**src/pcsi_map.svh**
```systemverilog
`ifndef PCSI_MAP_SVH
`define PCSI_MAP_SVH

// register byte offsets on the bus
`define PCSI_OFS_LOW 5'h00
`define PCSI_OFS_HOLD 5'h04
`define PCSI_OFS_PTR 5'h08
`define PCSI_OFS_BANK 5'h0C
`define PCSI_OFS_PC 5'h10

// widths and depth
`define PCSI_PC_W 13
`define PCSI_LIT_W 11
`define PCSI_STK_D 8
`define PCSI_SP_W 3

// reset values
`define PCSI_PC_RST 13'h0000
`define PCSI_HOLD_RST 5'h00
`define PCSI_PTR_RST 8'h00
`define PCSI_BANK_RST 1'h0

// interrupt vector and the address of the indirect port
`define PCSI_INT_VEC 13'h0004
`define PCSI_IND_ADDR 7'h00
`endif

```
**src/pcsi_pkg.sv**
```systemverilog
package pcsi_pkg;
    // operation presented by the decode and execute logic, one per cycle
    typedef enum logic [3:0] {
        PCSI_OP_NOP = 4'b0000,
        PCSI_OP_INC = 4'b0001,
        PCSI_OP_WR_LOW = 4'b0010,
        PCSI_OP_ADD_LOW = 4'b0011,
        PCSI_OP_CALL = 4'b0100,
        PCSI_OP_JUMP = 4'b0101,
        PCSI_OP_RET = 4'b0110,
        PCSI_OP_INT = 4'b0111,
        PCSI_OP_WR_HOLD = 4'b1000,
        PCSI_OP_WR_PTR = 4'b1001,
        PCSI_OP_WR_BANK = 4'b1010
    } pcsi_op_t;

    typedef struct packed {
        pcsi_op_t op;
        logic [7:0] data;
        logic [10:0] lit;
    } pcsi_ctl_t;

    typedef struct packed {
        logic req;
        logic [6:0] addr;
    } pcsi_file_t;

    typedef struct packed {
        logic [8:0] addr;
        logic null_acc;
    } pcsi_eff_t;
endpackage : pcsi_pkg

```
**src/pcsi_top.sv**
```systemverilog
`timescale 1ns/1ps
`include "pcsi_map.svh"
module pcsi_top (
    input wire logic i_core_clk,
    input wire logic i_rst_n,
    input wire logic i_soft_rst,
    input wire pcsi_pkg::pcsi_ctl_t i_ctl,
    input wire pcsi_pkg::pcsi_file_t i_file,
    input wire logic [4:0] i_avs_address,
    input wire logic i_avs_read,
    input wire logic i_avs_write,
    input wire logic [31:0] i_avs_writedata,
    output logic [31:0] o_avs_readdata,
    output logic o_avs_waitrequest,
    output logic [12:0] o_pc,
    output logic [12:0] o_fetch_addr,
    output pcsi_pkg::pcsi_eff_t o_eff
);

////////////////////////////////////////////////////////////////////////////////
// program counter and the address handed to program memory
logic [`PCSI_PC_W-1:0] pc_q;
logic [`PCSI_PC_W-1:0] pc_d;
logic [`PCSI_PC_W-1:0] fetch_q;
logic [`PCSI_PC_W-1:0] fetch_d;
logic [`PCSI_PC_W-1:0] pc_inc;
logic [7:0] low_sum;

// holding latch for the upper bits, indirect pointer and its bank bit
logic [4:0] hold_q;
logic [7:0] ptr_q;
logic bank_q;

// return-address stack
logic [`PCSI_SP_W-1:0] sp_q;
logic [`PCSI_SP_W-1:0] sp_d;
logic [`PCSI_SP_W-1:0] sp_top;
logic [`PCSI_PC_W-1:0] stk_q [`PCSI_STK_D];
logic [`PCSI_PC_W-1:0] stk_rd;

// register bus
logic wait_q;
logic [31:0] rdata_q;
logic [31:0] rdata_d;
logic bus_req;
logic bus_wr;
logic bus_rd;
logic bus_wr_low;
logic bus_wr_hold;
logic bus_wr_ptr;
logic bus_wr_bank;

// operation decode
logic op_idle;
logic op_wr_hold;
logic op_wr_ptr;
logic op_wr_bank;
logic push;
logic pop;

// operand addressing
pcsi_pkg::pcsi_eff_t eff_d;
pcsi_pkg::pcsi_eff_t eff_q;
logic ind_sel;
logic self_ref;

////////////////////////////////////////////////////////////////////////////////
// operation decode
// one operation arrives per cycle; these strobes keep the per-register
// processes short and make the priority between core and bus explicit
assign op_idle = (i_ctl.op == pcsi_pkg::PCSI_OP_NOP);
assign op_wr_hold = (i_ctl.op == pcsi_pkg::PCSI_OP_WR_HOLD);
assign op_wr_ptr = (i_ctl.op == pcsi_pkg::PCSI_OP_WR_PTR);
assign op_wr_bank = (i_ctl.op == pcsi_pkg::PCSI_OP_WR_BANK);

// calls and interrupt entry push, every return kind pops
assign push = (i_ctl.op == pcsi_pkg::PCSI_OP_CALL) || (i_ctl.op == pcsi_pkg::PCSI_OP_INT);
assign pop = (i_ctl.op == pcsi_pkg::PCSI_OP_RET);

////////////////////////////////////////////////////////////////////////////////
// bus handshake
// every access costs exactly one wait state: the request is taken while
// waitrequest is high and completes on the following edge with it low
assign bus_req = i_avs_read | i_avs_write;
assign bus_wr = i_avs_write & ~wait_q;
assign bus_rd = i_avs_read & wait_q;

// write strobes per register, valid only in the completing cycle
assign bus_wr_low = bus_wr && (i_avs_address == `PCSI_OFS_LOW);
assign bus_wr_hold = bus_wr && (i_avs_address == `PCSI_OFS_HOLD);
assign bus_wr_ptr = bus_wr && (i_avs_address == `PCSI_OFS_PTR);
assign bus_wr_bank = bus_wr && (i_avs_address == `PCSI_OFS_BANK);

// waitrequest idles high so a master never sees a phantom completion
always_ff @(posedge i_core_clk or negedge i_rst_n) begin
    if (!i_rst_n) begin
        wait_q <= 1'b1;
    end else if (bus_req && wait_q) begin
        wait_q <= 1'b0;
    end else begin
        wait_q <= 1'b1;
    end
end

// read mux; the counter readback is read-only and has no write strobe
always_comb begin
    rdata_d = 32'h00000000;
    case (i_avs_address)
        `PCSI_OFS_LOW: rdata_d = {24'h000000, pc_q[7:0]};
        `PCSI_OFS_HOLD: rdata_d = {27'h0000000, hold_q};
        `PCSI_OFS_PTR: rdata_d = {24'h000000, ptr_q};
        `PCSI_OFS_BANK: rdata_d = {31'h00000000, bank_q};
        `PCSI_OFS_PC: rdata_d = {19'h00000, pc_q};
        default: rdata_d = 32'h00000000; // unmapped reads as zero
    endcase
end

// read data captured in the wait cycle so it stands when waitrequest drops;
// it then holds until the next read so a slow master still sees it
always_ff @(posedge i_core_clk or negedge i_rst_n) begin
    if (!i_rst_n) begin
        rdata_q <= 32'h00000000;
    end else if (bus_rd) begin
        rdata_q <= rdata_d;
    end
end

////////////////////////////////////////////////////////////////////////////////
// stack pointer
// no flag reports over- or under-run: the pointer simply wraps modulo
// eight, so software that nests too deeply loses its oldest return address
assign sp_top = sp_q - 3'h1;
assign stk_rd = stk_q[sp_top];

always_comb begin
    sp_d = sp_q;
    if (push) begin
        sp_d = sp_q + 3'h1;
    end else if (pop) begin
        sp_d = sp_top;
    end
end

// the pointer is never mapped on the bus, so software cannot see it
always_ff @(posedge i_core_clk or negedge i_rst_n) begin
    if (!i_rst_n) begin
        sp_q <= 3'h0;
    end else if (i_soft_rst) begin
        sp_q <= 3'h0;
    end else begin
        sp_q <= sp_d;
    end
end

////////////////////////////////////////////////////////////////////////////////
// stack entries
// each entry is written only when the pointer selects it, so the ninth
// push lands on slot 0 again; a soft reset in the same cycle blocks it
generate
    for (genvar gi = 0; gi < `PCSI_STK_D; gi++) begin : g_stk
        always_ff @(posedge i_core_clk or negedge i_rst_n) begin
            if (!i_rst_n) begin
                stk_q[gi] <= `PCSI_PC_RST;
            end else if (push && !i_soft_rst && (sp_q == 3'(gi))) begin
                stk_q[gi] <= pc_q;
            end
        end
    end
endgenerate

////////////////////////////////////////////////////////////////////////////////
// next program counter
// the computed jump adds only into the low byte: a table that crosses a
// 256-location boundary wraps back to its block start, by design
assign low_sum = pc_q[7:0] + i_ctl.data; // carry dropped on purpose
assign pc_inc = pc_q + 13'h0001;

// core operations win over a bus write to the low byte, which is taken
// only in a cycle with no operation so an instruction flow is never torn
always_comb begin
    pc_d = pc_q;
    case (i_ctl.op)
        pcsi_pkg::PCSI_OP_NOP: begin
            if (bus_wr_low) begin
                pc_d = {hold_q, i_avs_writedata[7:0]};
            end
        end
        pcsi_pkg::PCSI_OP_INC: pc_d = pc_inc;
        pcsi_pkg::PCSI_OP_WR_LOW: pc_d = {hold_q, i_ctl.data};
        pcsi_pkg::PCSI_OP_ADD_LOW: pc_d = {hold_q, low_sum};
        pcsi_pkg::PCSI_OP_CALL,
        pcsi_pkg::PCSI_OP_JUMP: pc_d = {hold_q[4:3], i_ctl.lit};
        pcsi_pkg::PCSI_OP_RET: pc_d = stk_rd;
        pcsi_pkg::PCSI_OP_INT: pc_d = `PCSI_INT_VEC;
        default: pc_d = pc_q; // register writes leave the counter alone
    endcase
end

// only one program page exists, so the paging bits never reach memory;
// they still stand in the counter and on the stack as software left them
assign fetch_d = {2'b00, pc_d[10:0]};

// counter register; both reset kinds clear it
always_ff @(posedge i_core_clk or negedge i_rst_n) begin
    if (!i_rst_n) begin
        pc_q <= `PCSI_PC_RST;
    end else if (i_soft_rst) begin
        pc_q <= `PCSI_PC_RST;
    end else begin
        pc_q <= pc_d;
    end
end

// fetch address register, loaded from the same next value as the counter
always_ff @(posedge i_core_clk or negedge i_rst_n) begin
    if (!i_rst_n) begin
        fetch_q <= `PCSI_PC_RST;
    end else if (i_soft_rst) begin
        fetch_q <= `PCSI_PC_RST;
    end else begin
        fetch_q <= fetch_d;
    end
end

////////////////////////////////////////////////////////////////////////////////
// holding latch
// only explicit writes touch it, never push or pop, so a return lands in
// the caller's page while the latch still holds what software last put there
always_ff @(posedge i_core_clk or negedge i_rst_n) begin
    if (!i_rst_n) begin
        hold_q <= `PCSI_HOLD_RST;
    end else if (op_wr_hold) begin
        hold_q <= i_ctl.data[4:0];
    end else if (bus_wr_hold) begin
        hold_q <= i_avs_writedata[4:0];
    end
end

////////////////////////////////////////////////////////////////////////////////
// indirect pointer
// a core write and a bus write in one cycle: the core wins, the bus
// access still completes but its data is lost
always_ff @(posedge i_core_clk or negedge i_rst_n) begin
    if (!i_rst_n) begin
        ptr_q <= `PCSI_PTR_RST;
    end else if (op_wr_ptr) begin
        ptr_q <= i_ctl.data;
    end else if (bus_wr_ptr) begin
        ptr_q <= i_avs_writedata[7:0];
    end
end

// bank bit is stored but has no effect on this part's memory; it shows up
// as the top bit of the effective address and in its bus readback
always_ff @(posedge i_core_clk or negedge i_rst_n) begin
    if (!i_rst_n) begin
        bank_q <= `PCSI_BANK_RST;
    end else if (op_wr_bank) begin
        bank_q <= i_ctl.data[7];
    end else if (bus_wr_bank) begin
        bank_q <= i_avs_writedata[0];
    end
end

////////////////////////////////////////////////////////////////////////////////
// operand address resolution
// the indirect port has no storage: naming it selects the register the
// pointer holds; a pointer of zero would point back at the port itself
assign ind_sel = (i_file.addr == `PCSI_IND_ADDR);
assign self_ref = (ptr_q == 8'h00);

// the null flag tells the core to read 00h and to drop the write; status
// flag updates of the instruction stay with the core and may still happen
always_comb begin
    eff_d = '0;
    if (ind_sel) begin
        eff_d.addr = {bank_q, ptr_q};
        eff_d.null_acc = self_ref;
    end else begin
        eff_d.addr = {2'b00, i_file.addr};
        eff_d.null_acc = 1'b0;
    end
end

// answer one cycle after the request, held until the next request
always_ff @(posedge i_core_clk or negedge i_rst_n) begin
    if (!i_rst_n) begin
        eff_q <= '0;
    end else if (i_file.req) begin
        eff_q <= eff_d;
    end
end

////////////////////////////////////////////////////////////////////////////////
// outputs, all straight from registers
assign o_pc = pc_q;
assign o_fetch_addr = fetch_q;
assign o_eff = eff_q;
assign o_avs_readdata = rdata_q;
assign o_avs_waitrequest = wait_q;

endmodule : pcsi_top

```
**config.mk**
```make
export PLATFORM = sky130hd
export DESIGN_NAME = pcsi_top
export DESIGN_NICKNAME = d
export VERILOG_FILES = /design/src/pcsi_pkg.sv /design/src/pcsi_top.sv
export VERILOG_INCLUDE_DIRS = /design/src
export SDC_FILE = /design/constraint.sdc
export NUM_CORES = 1
export LEC_CHECK = 0
export ABC_AREA = 0
export BUFFER_PORTS_ARGS = -buffer_cell sky130_fd_sc_hd__buf_2
export CORE_MARGIN = 2
export CORE_UTILIZATION = 55
export CTS_CLUSTER_SIZE = 10
export DETAILED_ROUTE_END_ITERATION = 6
export PLACE_DENSITY = 0.77
export SLEW_MARGIN = 20
export SYNTH_ARGS = -nofsm -noshare
export SYNTH_HDL_FRONTEND = slang
export SYNTH_SLANG_ARGS = --single-unit
```
**constraint.sdc**
```tcl
create_clock -name i_core_clk -period 3.85 [get_ports i_core_clk]
set_input_delay 0.5775 -clock i_core_clk [delete_from_list [all_inputs] [get_ports i_core_clk]]
set_output_delay 0.5775 -clock i_core_clk [all_outputs]
set_load 0.03 [all_outputs]
```
==> metrics <==
outcome=finished clean; Post-synth EDFFs=0; simple-gate area share of the yosys netlist=between 10% and 20%; Starting Density=56.46%; antenna fix cells=0; boundary pin count=approximately 140; CP peak stage delay=0.68 ns; drt total wl=approximately 22000 µm; Post-CTS Setup Inserts=0; crit-path cells=inv_1 -> ha_1 -> xor2_1 -> buf_4 -> nand2_1 -> a21oi_1 -> a2111oi_0 -> a221oi_1; Port Buffers=96; mean post-synth cell area=between 10 and 15 µm²; relative slew slack=26.35%; Synth async-reset ratio=100.0%; unrepaired setup endpoints after global routing=false; Worst Hold Class=input port to async pin; H-tree levels=4; Vias=about 6.3k; Max Buffers Root-to-Sink=2; Worst setup EP type=flip-flop; # Max-Cap Violations=0; CTS sink cnt=roughly 160; die area=between 0.015 and 0.02 mm²; die width=roughly 130 µm; setup TNS=0 ns; Vias/cell=just over 6; global route overflow=0; mux contribution to synthesized area=~23%; post-route clock skew=roughly 0.0063 ns; root buffer cell=clkbuf_16; Clock transition at path regs=~0.06 ns; hpwl dp=15030 µm; Core Region=about 0.015 mm²; CP Max Fanout=8; max-slew violation count=0; Syn Std Cell Area=0.008615 mm²; number of global-route vias before repair=around 6.4k; Crit Path Class=flip-flop to flip-flop; PD cells=around 420 mW/mm²; Yosys warning count=0; global-route wire length before repair=around 34000 µm; Worst Path Arrival=approximately 3 ns; register area share after synthesis=between 40 and 50%; Critical-path top delay cell=xor2_1; Unique masters post-synth=a little under 70; maximum VDD drop=~0.38 mV; XOR/XNOR Fraction of Synth Area=1.525%; WP data required=roughly 4.2 ns; pre-CTS worst setup slack=around 1.1 ns; wire per inst=20.97 µm; initial antenna violation count=0; Post-Synth Adder-Cell Area=under 10%; total iterations of the first detailed-routing run=7; CTS tree=done; largest net degree at the start of global routing=81; Synth Instances=between 700 and 800; Final Cycle Share=67.41%; Critical Path Start Type=flip-flop; later-pin clock latency in the skew report=0.43 ns; DRC viols=0; Chip Height=between 100 and 150 µm; main combinational cell family by area after synthesis=multiplexers; final setup fails=0; share of layout cells above drive strength 1=35.21%; post-route ant nets=0; area added between synthesis and finish=11.62%; gpl congestion=around 0.9; fin crit period=2.595 ns; final worst slack=about 1.3 ns; CTS Hold Bufs=0; static leakage=approximately 4.5 nW; fmax=approximately 390 MHz; Compound-Gate Fraction of Synth Area=a little over a tenth; Synth Flop Type=dfrtp_1; drt initial violations=approximately 490; Worst-Margin Slew=between 1 and 1.5 ns; Core Rows=45; GRT Util Overall=a little over a quarter; Hold Vio Cnt, Final=0; Num CTS Buffers=17; post-CTS sizing=0; Seq cells post-synth=between 150 and 200; Final nets=around 900
-- layout make-up --
type / count / area [µm²]
inverter: 16 / 60.06
clock buffer: 19 / 442.9
multi-input combinational: 510 / 4228
sequential: 158 / 3956
fill: 1166 / 5643
tap: 211 / 264.0
timing repair buffer: 103 / 551.8
clock inverter: 12 / 112.6
-- cell usage after synthesis (all sizes together), types with 2 or more instances --
cell type | instances | area (µm²)
xnor2 | 10 | 87.58
nand2 | 68 | 255.2
nand3 | 16 | 95.09
mux4 | 26 | 585.6
nor4 | 7 | 71.31
a211oi | 5 | 37.54
o221ai | 2 | 17.52
nor3b | 6 | 61.31
a21o | 3 | 22.52
a222oi | 4 | 40.04
mux2 | 108 | 1216
mux2i | 20 | 200.2
a221oi | 10 | 87.58
a2111oi | 2 | 17.52
nor2 | 31 | 123.9
nand2b | 7 | 43.79
inv | 16 | 60.06
a22o | 2 | 17.52
and2 | 2 | 12.51
o2111ai | 2 | 17.52
buf | 56 | 372.9
o211a | 2 | 20.02
nand4 | 8 | 65.06
o221a | 2 | 22.52
a21oi | 39 | 195.2
clkbuf | 21 | 78.83
a32o | 4 | 40.04
o22ai | 2 | 12.51
nor2b | 5 | 31.28
a31oi | 3 | 18.77
dfrtp | 157 | 3929
a22oi | 4 | 30.03
xor2 | 5 | 43.79
o21ai | 34 | 170.2
a221o | 2 | 20.02
a211o | 2 | 17.52
o31ai | 4 | 30.03
o31a | 2 | 17.52
ha | 15 | 187.7
nor3 | 11 | 76.33
-- final timing paths --
check	startpoint	end	slack (ns)	depth (start not counted)
worst max-delay path	sp_q[1]$_DFFE_PN0P_	o_pc[4]$_DFFE_PN0P_	1.25	8
worst min-delay path	i_rst_n	o_avs_readdata[12]$_DFFE_PN0P_	0.17	1
worst max register to register	sp_q[1]$_DFFE_PN0P_	o_pc[4]$_DFFE_PN0P_	1.25	8
worst min register to register	o_avs_readdata[0]$_DFFE_PN0P_	o_avs_readdata[0]$_DFFE_PN0P_	0.48	2
max in group asynchronous	i_rst_n	sp_q[0]$_DFFE_PN0P_	2.74	2
min in group i_core_clk	i_avs_write	o_avs_waitrequest$_DFF_PN1_	0.32	2
-- cell families after synthesis --
group	count (synthesis)
DFF	158
muxes	154
AOI/OAI and AO/OA	139
buffers and inverters	93
and+or+nand+nor	165
xor gates and xnor gates	15
adders and majority gates	16
other	1
-- where the power goes --
part	internal, mW	leakage [nW]	switching (mW)
clock	0.909	0.276	0.696
sequential	1.77	2.13	0.126
combinational	0.221	2.11	0.356
total	2.90	4.52	1.18
-- layout by cell type (no fill, tap or decap), types with 4 or more instances in the layout --
cell / instances
dfrtp_1: 156
mux2_2: 108
buf_2: 95
nand2_1: 68
a21oi_1: 39
o21ai_0: 33
nor2_1: 30
mux4_2: 26
conb_1: 21
mux2i_1: 20
clkbuf_16: 17
inv_1: 16
ha_1: 15
nand3_1: 13
xnor2_1: 10
a221oi_1: 10
nor3_1: 8
nand2b_1: 7
nand4_1: 7
buf_4: 6
nor2b_1: 5
xor2_1: 5
a211oi_1: 5
nor4_1: 4
a32o_1: 4
a22oi_1: 4
o31ai_1: 4
a222oi_1: 4
clkinv_2: 4
-- layer usage --
layer	GRT usage (%)	routed length, µm
met5	0	0
met4	11.76	610
met3	4.377	1344
met2	45.29	10810
met1	33.90	8814
-- through the flow --
step | area [µm²] | util, % | power (mW) | std cells | hold slack [ns]
finish | 9615 | 63.02 | 4.074 | 1029 | 0.1670
global route | 9615 | 63.02 | 4.206 | 1029 | 0.2448
CTS | 9615 | 63.02 | 4.081 | 1029 | 0.2129
detailed placement | 9060 | 59.38 | 2.493 | 998 | 0.4680
global placement | 9060 | 59.38 | 2.461 | 998 | 0.4571
floorplan | 8690 | - | 2.295 | 761 | 0.2819
-- worst max-delay path, delay by kind of cell (launching register included) --
kind                     cells  cell delay [ns]
AO/OA/AOI/OAI                3             0.63
XOR/XNOR                     1             0.68
adder cells (fa/ha/maj)      1             0.25
AND/OR/NAND/NOR              1             0.07
buffers and inverters        2             0.44
flip-flops                   1             0.43
-- sequential cells by signal (all words and copies together), names as in the netlist --
signal	cells
sp_q	3
o_avs_waitrequest	1
o_pc	13
stk_q	104
o_eff	10
o_avs_readdata	13
bank_q	1
ptr_q	8
hold_q	5
(Power assumes the default switching activity.)
